**config.mk**
```make
export PLATFORM = sky130hd
export DESIGN_NAME = erp_reset_pin
export DESIGN_NICKNAME = d
export VERILOG_FILES = /design/src/erp_reset_pin_end.sv /design/src/erp_pkg.sv /design/src/erp_reset_pin.sv
export SDC_FILE = /design/constraint.sdc
export NUM_CORES = 1
export LEC_CHECK = 0
export ABC_AREA = 1
export BUFFER_PORTS_ARGS = -buffer_cell sky130_fd_sc_hd__buf_2
export CORE_ASPECT_RATIO = 0.7
export CORE_MARGIN = 5
export CORE_UTILIZATION = 55
export CTS_CLUSTER_DIAMETER = 200
export CTS_CLUSTER_SIZE = 40
export DETAILED_ROUTE_END_ITERATION = 16
export PLACE_DENSITY = 0.84
export SYNTH_ARGS = -nofsm -noshare
export SYNTH_HDL_FRONTEND = slang
export SYNTH_SLANG_ARGS = --single-unit
```
**constraint.sdc**
```tcl
create_clock -name aclk -period 3.18 [get_ports aclk]
set_clock_uncertainty 0.2 [all_clocks]
set_input_delay 0.636 -clock aclk [delete_from_list [all_inputs] [get_ports aclk]]
set_output_delay 0.636 -clock aclk [all_outputs]
set_load 0.05 [all_outputs]
```
**src/erp_reset_pin_end.sv**
```systemverilog
`timescale 1ns/10ps
`default_nettype none
`default_nettype wire

```
**src/erp_pkg.sv**
```systemverilog
`default_nettype none

package erp_pkg;

    ////////////////////////////////////////////////////////////////////////////
    // Clock and timing.
    localparam int unsigned CLK_PERIOD_NS      = 8;
    localparam int unsigned RESET_DELAY_NS     = 1000;
    localparam int unsigned RESET_DELAY_CYCLES =
        (RESET_DELAY_NS + CLK_PERIOD_NS - 1) / CLK_PERIOD_NS;
    localparam int unsigned FILTER_CYCLES      = 4;
    localparam int unsigned PORT_PINS          = 24;

    ////////////////////////////////////////////////////////////////////////////
    // Register map.
    localparam int unsigned ADDR_W     = 8;
    localparam logic [7:0]  OFS_CAUSE  = 8'h00;
    localparam logic [7:0]  OFS_MASK   = 8'h04;
    localparam logic [7:0]  OFS_CTRL   = 8'h08;
    localparam logic [7:0]  OFS_DIR    = 8'h0C;
    localparam logic [7:0]  OFS_ALT    = 8'h10;
    localparam logic [7:0]  OFS_STATE  = 8'h14;

    localparam logic [2:0]  SEL_CAUSE  = 3'h0;
    localparam logic [2:0]  SEL_MASK   = 3'h1;
    localparam logic [2:0]  SEL_CTRL   = 3'h2;
    localparam logic [2:0]  SEL_DIR    = 3'h3;
    localparam logic [2:0]  SEL_ALT    = 3'h4;
    localparam logic [2:0]  SEL_STATE  = 3'h5;
    localparam logic [2:0]  SEL_NONE   = 3'h7;

    localparam logic [1:0]  RESP_OKAY   = 2'h0;
    localparam logic [1:0]  RESP_SLVERR = 2'h2;

    ////////////////////////////////////////////////////////////////////////////
    // Field layouts and reset values.
    typedef struct packed {
        logic watchdog;
        logic brownout;
        logic power_on;
        logic external;
    } erp_cause_type;

    typedef struct packed {
        logic port_d0_reset_function;
        logic debug_reset_request;
        logic drive_enable;
    } erp_ctrl_type;

    localparam logic [3:0] CAUSE_RESET = 4'h2;
    localparam logic [3:0] MASK_RESET  = 4'h0;
    localparam logic [2:0] CTRL_RESET  = 3'h4;

    typedef enum logic [1:0] {
        ST_RUN,
        ST_INT,
        ST_EXT
    } erp_state_type;

endpackage

`default_nettype wire

```
**src/erp_reset_pin.sv**
```systemverilog
// Operation
// RULE_01: Three-cycle low pulse may reset; four always.
// RULE_02: Stay in reset while pin low.
// RULE_03: Leave reset on edge after release.
// RULE_04: Pin reset sets external cause flag.
// RULE_05: Pin drives open-drain low during reset.
// RULE_06: Internal reset sources also drive pin.
// RULE_07: Pin held low until delay elapses.
// RULE_08: Ports A, B, C reset to input.
// RULE_09: Alternate functions disabled on reset.
// RULE_10: Port D bit zero powers up as reset.
// RULE_11: Debugger request resets chip, self-clears.
// RULE_12: Debugger reset sets power-on cause flag.
// RULE_13: Pin passes two flip-flops before use.
// RULE_14: Source holds pin low four cycles.
`timescale 1ns/10ps
`default_nettype none

module erp_reset_pin
    import erp_pkg::*;
#(
    parameter int unsigned DELAY_CYCLES = RESET_DELAY_CYCLES,
    parameter int unsigned FILTER_LEN   = FILTER_CYCLES,
    parameter int unsigned GPIO_WIDTH   = PORT_PINS
) (
    input  wire logic                  aclk,
    input  wire logic                  aresetn,
    input  wire logic [ADDR_W-1:0]     s_axi_awaddr,
    input  wire logic                  s_axi_awvalid,
    output logic                       s_axi_awready,
    input  wire logic [31:0]           s_axi_wdata,
    input  wire logic [3:0]            s_axi_wstrb,
    input  wire logic                  s_axi_wvalid,
    output logic                       s_axi_wready,
    output logic [1:0]                 s_axi_bresp,
    output logic                       s_axi_bvalid,
    input  wire logic                  s_axi_bready,
    input  wire logic [ADDR_W-1:0]     s_axi_araddr,
    input  wire logic                  s_axi_arvalid,
    output logic                       s_axi_arready,
    output logic [31:0]                s_axi_rdata,
    output logic [1:0]                 s_axi_rresp,
    output logic                       s_axi_rvalid,
    input  wire logic                  s_axi_rready,
    input  wire logic                  reset_pin_in,
    output logic                       reset_pin_out,
    output logic                       reset_pin_oe,
    input  wire logic                  por_event,
    input  wire logic                  supply_brownout_event,
    input  wire logic                  watchdog_event,
    output logic                       system_reset_n,
    output logic [GPIO_WIDTH-1:0]      gpio_port_dir_input,
    output logic [GPIO_WIDTH-1:0]      gpio_port_alt_enable,
    output logic                       port_d_bit_zero_reset_function,
    output logic                       irq
);

    localparam int unsigned DW = $clog2(DELAY_CYCLES + 1);
    localparam int unsigned FW = $clog2(FILTER_LEN + 1);

    function automatic logic [2:0] reg_sel(input logic [ADDR_W-1:0] a);
        case (a)
            OFS_CAUSE: reg_sel = SEL_CAUSE;
            OFS_MASK:  reg_sel = SEL_MASK;
            OFS_CTRL:  reg_sel = SEL_CTRL;
            OFS_DIR:   reg_sel = SEL_DIR;
            OFS_ALT:   reg_sel = SEL_ALT;
            OFS_STATE: reg_sel = SEL_STATE;
            default:   reg_sel = SEL_NONE;
        endcase
    endfunction

    ////////////////////////////////////////////////////////////////////////////
    // Pin synchroniser.
    logic pin_meta;
    logic pin_sync;
    logic next_pin_meta;
    logic next_pin_sync;

    always_comb begin
        next_pin_meta = reset_pin_in;
        next_pin_sync = pin_meta; // [RULE_13]
    end

    always_ff @(posedge aclk) begin
        if (!aresetn) begin
            pin_meta <= 1'b1;
            pin_sync <= 1'b1;
        end else begin
            pin_meta <= next_pin_meta;
            pin_sync <= next_pin_sync;
        end
    end

    ////////////////////////////////////////////////////////////////////////////
    // Reset sequencer.
    erp_state_type  state;
    erp_state_type  next_state;
    logic [DW-1:0]  delay_cnt;
    logic [DW-1:0]  next_delay_cnt;
    logic [FW-1:0]  low_cnt;
    logic [FW-1:0]  next_low_cnt;
    erp_ctrl_type   ctrl;
    logic           hw_req;
    logic           internal_req;
    logic           delay_done;
    logic           ext_detect;

    assign hw_req       = por_event | supply_brownout_event | watchdog_event;
    assign internal_req = hw_req | ctrl.debug_reset_request; // [RULE_06] [RULE_11]
    assign delay_done   = delay_cnt == DW'(DELAY_CYCLES - 1);
    // The low count only runs while out of reset, so our own drive during reset is never mistaken.
    assign ext_detect   = (state == ST_RUN) && !pin_sync
                          && (low_cnt == FW'(FILTER_LEN - 1)); // [RULE_01]

    always_comb begin
        next_state     = state;
        next_low_cnt   = '0;
        next_delay_cnt = delay_done ? delay_cnt : delay_cnt + DW'(1);
        case (state)
            ST_RUN: begin
                next_delay_cnt = '0;
                if (!pin_sync) begin
                    next_low_cnt = low_cnt + FW'(1);
                end
                if (internal_req) begin
                    next_state = ST_INT; // [RULE_06] [RULE_11]
                end else if (ext_detect) begin
                    next_state = ST_EXT; // [RULE_01]
                end
            end
            ST_INT: begin
                if (hw_req) begin
                    next_delay_cnt = '0;
                end else if (delay_done) begin
                    next_state = ST_RUN; // [RULE_07]
                end
            end
            ST_EXT: begin
                if (hw_req) begin
                    next_state     = ST_INT;
                    next_delay_cnt = '0;
                end else if (pin_sync && delay_done) begin
                    next_state = ST_RUN; // [RULE_02] [RULE_03]
                end
            end
            default: begin
                next_state     = ST_INT;
                next_delay_cnt = '0;
            end
        endcase
    end

    always_ff @(posedge aclk) begin
        if (!aresetn) begin
            state     <= ST_INT;
            delay_cnt <= '0;
            low_cnt   <= '0;
        end else begin
            state     <= next_state;
            delay_cnt <= next_delay_cnt;
            low_cnt   <= next_low_cnt;
        end
    end

    assign system_reset_n = (state == ST_RUN);
    // Open-drain: the pin is only ever pulled low, never driven high.
    assign reset_pin_out  = 1'b0;
    assign reset_pin_oe   = (state != ST_RUN) | ctrl.drive_enable; // [RULE_05] [RULE_06] [RULE_07]

    ////////////////////////////////////////////////////////////////////////////
    // AXI4-Lite slave.
    logic              aw_held;
    logic [ADDR_W-1:0] aw_addr;
    logic              w_held;
    logic [31:0]       w_data;
    logic [3:0]        w_strb;
    logic              next_aw_held;
    logic [ADDR_W-1:0] next_aw_addr;
    logic              next_w_held;
    logic [31:0]       next_w_data;
    logic [3:0]        next_w_strb;
    logic              next_bvalid;
    logic [1:0]        next_bresp;
    logic              next_rvalid;
    logic [31:0]       next_rdata;
    logic [1:0]        next_rresp;
    logic              wr_go;
    logic [2:0]        wr_sel;
    logic [31:0]       wmask;
    logic [31:0]       rd_word;
    erp_cause_type     cause;
    logic [3:0]        mask;

    assign s_axi_awready = !aw_held && !s_axi_bvalid;
    assign s_axi_wready  = !w_held && !s_axi_bvalid;
    assign s_axi_arready = !s_axi_rvalid;
    assign wr_go         = aw_held && w_held && !s_axi_bvalid;
    assign wr_sel        = reg_sel(aw_addr);

    for (genvar i = 0; i < 4; i++) begin : g_lane
        assign wmask[8*i +: 8] = {8{w_strb[i]}};
    end

    always_comb begin
        rd_word = 32'h0000_0000;
        case (reg_sel(s_axi_araddr))
            SEL_CAUSE: rd_word[3:0]            = cause;
            SEL_MASK:  rd_word[3:0]            = mask;
            SEL_CTRL:  rd_word[2:0]            = ctrl;
            SEL_DIR:   rd_word[GPIO_WIDTH-1:0] = gpio_port_dir_input;
            SEL_ALT:   rd_word[GPIO_WIDTH-1:0] = gpio_port_alt_enable;
            SEL_STATE: rd_word[1:0]            = {pin_sync, ~system_reset_n};
            default:   rd_word                 = 32'h0000_0000;
        endcase
    end

    always_comb begin
        next_aw_held = aw_held;
        next_aw_addr = aw_addr;
        next_w_held  = w_held;
        next_w_data  = w_data;
        next_w_strb  = w_strb;
        next_bvalid  = s_axi_bvalid;
        next_bresp   = s_axi_bresp;
        next_rvalid  = s_axi_rvalid;
        next_rdata   = s_axi_rdata;
        next_rresp   = s_axi_rresp;
        if (s_axi_awvalid && s_axi_awready) begin
            next_aw_held = 1'b1;
            next_aw_addr = s_axi_awaddr;
        end
        if (s_axi_wvalid && s_axi_wready) begin
            next_w_held = 1'b1;
            next_w_data = s_axi_wdata;
            next_w_strb = s_axi_wstrb;
        end
        if (wr_go) begin
            next_aw_held = 1'b0;
            next_w_held  = 1'b0;
            next_bvalid  = 1'b1;
            next_bresp   = (wr_sel == SEL_NONE) ? RESP_SLVERR : RESP_OKAY;
        end
        if (s_axi_bvalid && s_axi_bready) begin
            next_bvalid = 1'b0;
        end
        if (s_axi_arvalid && s_axi_arready) begin
            next_rvalid = 1'b1;
            next_rdata  = rd_word;
            next_rresp  = (reg_sel(s_axi_araddr) == SEL_NONE) ? RESP_SLVERR : RESP_OKAY;
        end
        if (s_axi_rvalid && s_axi_rready) begin
            next_rvalid = 1'b0;
        end
    end

    always_ff @(posedge aclk) begin
        if (!aresetn) begin
            aw_held      <= 1'b0;
            aw_addr      <= '0;
            w_held       <= 1'b0;
            w_data       <= 32'h0000_0000;
            w_strb       <= 4'h0;
            s_axi_bvalid <= 1'b0;
            s_axi_bresp  <= RESP_OKAY;
            s_axi_rvalid <= 1'b0;
            s_axi_rdata  <= 32'h0000_0000;
            s_axi_rresp  <= RESP_OKAY;
        end else begin
            aw_held      <= next_aw_held;
            aw_addr      <= next_aw_addr;
            w_held       <= next_w_held;
            w_data       <= next_w_data;
            w_strb       <= next_w_strb;
            s_axi_bvalid <= next_bvalid;
            s_axi_bresp  <= next_bresp;
            s_axi_rvalid <= next_rvalid;
            s_axi_rdata  <= next_rdata;
            s_axi_rresp  <= next_rresp;
        end
    end

    ////////////////////////////////////////////////////////////////////////////
    // Cause, mask, control and port configuration registers.
    erp_cause_type   next_cause;
    erp_cause_type   cause_set;
    logic [3:0]      next_mask;
    erp_ctrl_type    next_ctrl;
    logic [GPIO_WIDTH-1:0] next_dir;
    logic [GPIO_WIDTH-1:0] next_alt;
    logic [31:0]     wval;

    always_comb begin
        wval = w_data & wmask;
        cause_set.external = ext_detect && !internal_req; // [RULE_04]
        cause_set.power_on = por_event
                             | ((state == ST_RUN) && ctrl.debug_reset_request); // [RULE_12]
        cause_set.brownout = supply_brownout_event;
        cause_set.watchdog = watchdog_event;
        next_cause = cause;
        next_mask  = mask;
        next_ctrl  = ctrl;
        next_dir   = gpio_port_dir_input;
        next_alt   = gpio_port_alt_enable;
        if (wr_go) begin
            case (wr_sel)
                SEL_CAUSE: next_cause = erp_cause_type'(cause & ~wval[3:0]);
                SEL_MASK:  next_mask  = (mask & ~wmask[3:0]) | wval[3:0];
                SEL_CTRL:  next_ctrl  = erp_ctrl_type'((ctrl & ~wmask[2:0]) | wval[2:0]);
                SEL_DIR:   next_dir   = (next_dir & ~wmask[GPIO_WIDTH-1:0])
                                        | wval[GPIO_WIDTH-1:0];
                SEL_ALT:   next_alt   = (next_alt & ~wmask[GPIO_WIDTH-1:0])
                                        | wval[GPIO_WIDTH-1:0];
                default:   next_mask  = mask;
            endcase
        end
        // A new event in the cycle of a clear write survives the clear.
        next_cause = next_cause | cause_set;
        if (state != ST_RUN) begin
            next_ctrl.debug_reset_request = 1'b0; // [RULE_11]
            next_dir = '1; // [RULE_08]
            next_alt = '0; // [RULE_09]
        end
        if (por_event) begin
            next_ctrl.port_d0_reset_function = 1'b1; // [RULE_10]
        end
    end

    always_ff @(posedge aclk) begin
        if (!aresetn) begin
            cause                <= erp_cause_type'(CAUSE_RESET);
            mask                 <= MASK_RESET;
            ctrl                 <= erp_ctrl_type'(CTRL_RESET); // [RULE_10]
            gpio_port_dir_input  <= '1; // [RULE_08]
            gpio_port_alt_enable <= '0; // [RULE_09]
        end else begin
            cause                <= next_cause;
            mask                 <= next_mask;
            ctrl                 <= next_ctrl;
            gpio_port_dir_input  <= next_dir;
            gpio_port_alt_enable <= next_alt;
        end
    end

    assign port_d_bit_zero_reset_function = ctrl.port_d0_reset_function;
    assign irq = |(cause & mask);
endmodule

`default_nettype wire

```
After elaboration in Yosys (flattened, before gate mapping)
Index checks and enable logic that the tools add are counted.
{"block": "totals", "in_bits": 63, "output_inout_bits": 94, "regBits": 140, "word_cells": 138}
{"block": "op_classes", "muxes": 18, "bitwise": 24, "n_eq_ne": 29, "n_reduce_logical": 40, "add_sub_neg": 2}
{"cell": "$and 24x24->24", "n": 3}
{"cell": "$or 24x24->24", "n": 2}
{"cell": "$pmux 20 s2", "n": 1}
{"cell": "$pmux 3 s6", "n": 2}
{"cell": "$eq 8x4->1 const B", "n": 4}
{"cell": "$eq 8x5->1 const B", "n": 4}
{"cell": "$not 24->24", "n": 1}
{"cell": "$eq 8x3->1 const B", "n": 2}
{"cell": "$logic_not 8->1", "n": 2}
{"cell": "$mux 2", "n": 8}
{"cell": "$eq 3x2->1 const B", "n": 5}
{"cell": "$eq 3x3->1 const B", "n": 5}
{"cell": "$logic_and 1x1->1", "n": 14}
{"cell": "$and 4x4->4", "n": 3}
{"cell": "$pmux 2 s6", "n": 1}
{"cell": "$reduce_or 2->1", "n": 6}
{"cell": "$mux 4", "n": 2}
{"cell": "$not 4->4", "n": 2}
{"cell": "$or 4x4->4", "n": 2}
{"cell": "$reduce_and 2->1", "n": 4}
{"cell": "$add 7x1->7 const B", "n": 1}
{"cell": "$eq 7x7->1 const B", "n": 1}
{"cell": "$eq 3x1->1 const B", "n": 2}
{"cell": "$logic_not 1->1", "n": 6}
{"cell": "other kinds (21)", "n": 30}

Logic depth before layout (Yosys ltp)
{"block": "depth", "word_depth": 6, "mapped_depth": 14, "depth_no_buf": 14}

Worst setup path before layout
No wires, ideal clock.
{"block": "synth_path", "kind": "input-to-reg", "start": "in s_axi_araddr[1]", "end": "reg s_axi_rdata[10]", "setup_slack_ps": 826, "arrival_time_ps": 2084, "cell_stages": 11, "required_ps": 2910, "cell_sequence": "nor2_1 -> nand2_1 -> nor2_1 -> inv_1 -> ha_1 -> nand3_2 -> nand2_1 -> nor2_2 -> buf_2 -> a22oi_1 -> a21oi_1"}
{"block": "synth_between", "elab_chain_len": 4}
{"item": "start: declaration", "line_no": "erp_reset_pin.sv:38", "source": "input wire logic [ADDR_W-1:0] s_axi_araddr,"}
{"item": "$eq 8x5->1 (tied with other cells)", "line_no": "erp_reset_pin.sv:62", "source": "case (a)"}
{"item": "$pmux 3 s6 *", "line_no": "erp_reset_pin.sv:62"}
{"item": "$eq 3x3->1 / $eq 3x2->1 (equally long branches)", "line_no": "erp_reset_pin.sv:207", "source": "case (reg_sel(s_axi_araddr))"}
{"item": "$pmux 20 s2 *", "line_no": "erp_reset_pin.sv:207"}
{"item": "end signal: assignment", "line_no": "erp_reset_pin.sv:278", "source": "s_axi_rdata <= next_rdata;"}
{"item": "end: declaration", "line_no": "erp_reset_pin.sv:41", "source": "output logic [31:0] s_axi_rdata,"}
Every way passes the cells marked *; elsewhere a longest branch is shown, timed or not.
A chain may end at the register's enable or synchronous reset.

Worst setup path in the final report
{"block": "layout_path", "start": "reg state[0]", "end": "out reset_pin_oe"}
{"block": "layout_between", "elab_chain_len": 2}
{"item": "start: declaration", "line_no": "erp_reset_pin.sv:97", "source": "erp_state_type state;"}
{"item": "start signal: assignment", "line_no": "erp_reset_pin.sv:160", "source": "state <= next_state;"}
{"item": "$reduce_bool 2->1", "line_no": "erp_reset_pin.sv:169", "source": "assign reset_pin_oe = (state != ST_RUN) | ctrl.drive_enable;"}
{"item": "$or 1x1->1", "line_no": "erp_reset_pin.sv:169"}
{"item": "end: declaration", "line_no": "erp_reset_pin.sv:47", "source": "output logic reset_pin_oe,"}
Every way passes these cells.

==> results.toml <==
[logic_synthesis]
yosys.area.top_type_share = 0.477
yosysTopAreaCell = "dfxtp_1"
yosys_warnings = 0
synth_seq_area_share = 0.477
synth_cells = 729
synth.distinct_cells = 39
async_flop_share = 0
synth_area_leaders = "dfxtp_1 (48%), a21oi_1 (7.3%), nand2_1 (6.5%)"
syn_area_um2 = 5790
yosys.cell_count.top_type = "dfxtp_1"
synth_enable_flop_cells = 0
avgSynthCellArea_um2 = 7.94
ys_ff_latch = 138
yosys-top-cells-count = "dfxtp_1 (138), nand2_1 (101), a21oi_1 (85)"
ys.flop_type = "dfxtp_1"

[floorplan]
die-area_um2 = 12700
start_util = 0.561
core_um2 = 10300
die_w_um = 133
die_y_um = 95.8
io_pins = 157
rows = 31

[pwr]
total_power_w = 0.00451
p_leak_nw = 3.29
ir_drop_uv = 432
p_per_area_nw_per_um2 = 632

[flow_run]
cap_viol_max_count = 0

[route]
routed-wl-met3_um = 1230
post_drt_wl_per_cell_um = 15.4
drt_iter0_markers = 438
first_pass_iters = 5
highest_layer = "met4"
vias = 5377
dr_wl_met2_um = 6970
wirelength_um = 15400
met1_length_um = 7130
ant_nets = 0
drc = 0
routed_via_density = 5.36

[cts]
clkSinkCount = 138
tritoncts = "yes"
ctsHtreeMaxLevel = 4
path_clk_slew_ns = 0.06
postCtsHoldBufs = 0
cts_buffers = 17
postCtsSetupRepairBufs = 0
ctsLongestPathBuffers = 2
cts_resized = 0
clk_latency_ns = 0.41
cts-root-buf = "clkbuf_16"

[critical_path]
critPathArrivalTime_ns = 1.76
cp-start-kind = "flop"
cp.required_ns = 2.34
crit_type = "flop to primary output"
crit_path_end_kind = "primary output"
cp_max_fo = 7

[place]
port_buffers = 136
placed_area_um2 = 6520
place_ws_ns = 0.312
gp_congestion = 0.872
post-dp-hpwl_um = 10500

[sta]
slew_headroom = 0.447
worst_pin_slew_ns = 0.822
final.period_utilization = 0.817
period_minus_slack_ns = 2.60
slew_violations = 0
rsz0062_at_grt = "false"
setup_ws_ns = 0.583
setup_viol = 0
setup_tns_ns = 0
fmax_mhz = 385
hold_viol = 0

[grt]
grt_pass1_vias = 4842
grt_first_pass_wirelength_um = 24000
grt_usage = 0.237
grt_overflow = 0
antenna_found_initial = 0
grt_max_degree = 62

[layout]
final_area_um2 = 7140
fillers = 824
final_net_count = 930
num_antenna_cells = 0
drive_gt1_frac = 0.242
syn2layout_area_growth_pct = 23.2

[status]
status = "finished clean"

[min_path]
min_path_type = "input pin to flop"
per-layer routing:
metal | vias to the layer above | track usage
li1 | 2678 | -
met1 | 2476 | 0.331
met2 | 211 | 0.371
met3 | 12 | 0.0705
met4 | 0 | 0.0441
met5 | - | 0
final timing paths:
check,from,to,slack (ns),depth (start not counted)
max reg2reg,aw_addr[7]$_SDFFE_PN0P_,flop,0.82,6
min reg2reg,next_pin_sync$_SDFF_PN1_,pin_sync$_SDFF_PN1_,0.21,1
max,state[0]$_SDFFE_PN1P_,reset_pin_oe,0.58,5
min,s_axi_bready,s_axi_bvalid$_SDFFE_PP0P_,0.20,2
critical path, cell delays in order, from the launching register on:
cell	delay [ns]
dfxtp_1	0.34
inv_1	0.09
ha_1	0.32
inv_1	0.10
or2_2	0.28
buf_2	0.21
metrics by stage:
stage / hold WS [ns] / util / cells
CTS: 0.193 / 0.692 / 1003
global route: 0.201 / 0.692 / 1003
finish: 0.200 / 0.692 / 1003
global placement: 0.205 / 0.631 / 971
detailed placement: 0.208 / 0.631 / 971
floorplan: 0.193 / - / 739
cell families after synthesis:
group           count (synthesis)  share of synthesized area
compound gates                231                      0.231
buf+inv                       136                      0.100
fa+ha+maj                       9                     0.0194
simple gates                  210                      0.165
xor+xnor                        4                    0.00605
other cells                     1                   0.000648
flops                         138                      0.477
layout by cell type, fill, tap and decap left out, types with 2 or more instances in the layout:
master      instances
dfxtp_1           138
buf_2             136
nand2_1           100
a21oi_1            85
inv_1              83
o21ai_0            68
nor2_1             57
nand3_1            21
clkbuf_16          17
o211ai_1           16
o21ai_1            14
a31oi_1            11
conb_1             11
o21a_1             10
a22oi_1             9
ha_1                9
nand4_1             8
clkinvlp_4          8
inv_2               7
o211ai_2            7
buf_4               7
a211oi_1            5
nor2_2              4
nor3_1              4
or2_2               3
nand2_2             3
nand3_2             3
xor2_1              3
bufinv_16           3
o22ai_1             2
clkinv_1            2
nor3_2              2
nor4_4              2
a21oi_2             2
clkbuf_8            2
cell type report:
class | instances | area (um2) | area share
clock inverters | 13 | 168 | 0.0235
flip-flops and latches | 138 | 2760 | 0.387
multi-input cells | 465 | 2490 | 0.349
inverters | 92 | 345 | 0.0484
repair buffers | 144 | 753 | 0.106
clock buffers | 19 | 453 | 0.0635
well taps | 132 | 165 | 0.0231
where the power goes:
part | total, W | internal, W | switching (W)
Clock | 0.00204 | 0.00128 | 0.000763
Combinational | 0.000607 | 0.000157 | 0.000450
Sequential | 0.00186 | 0.00181 | 0.0000466
Total | 0.00451 | 0.00325 | 0.00126
(Power assumes the default switching activity.)
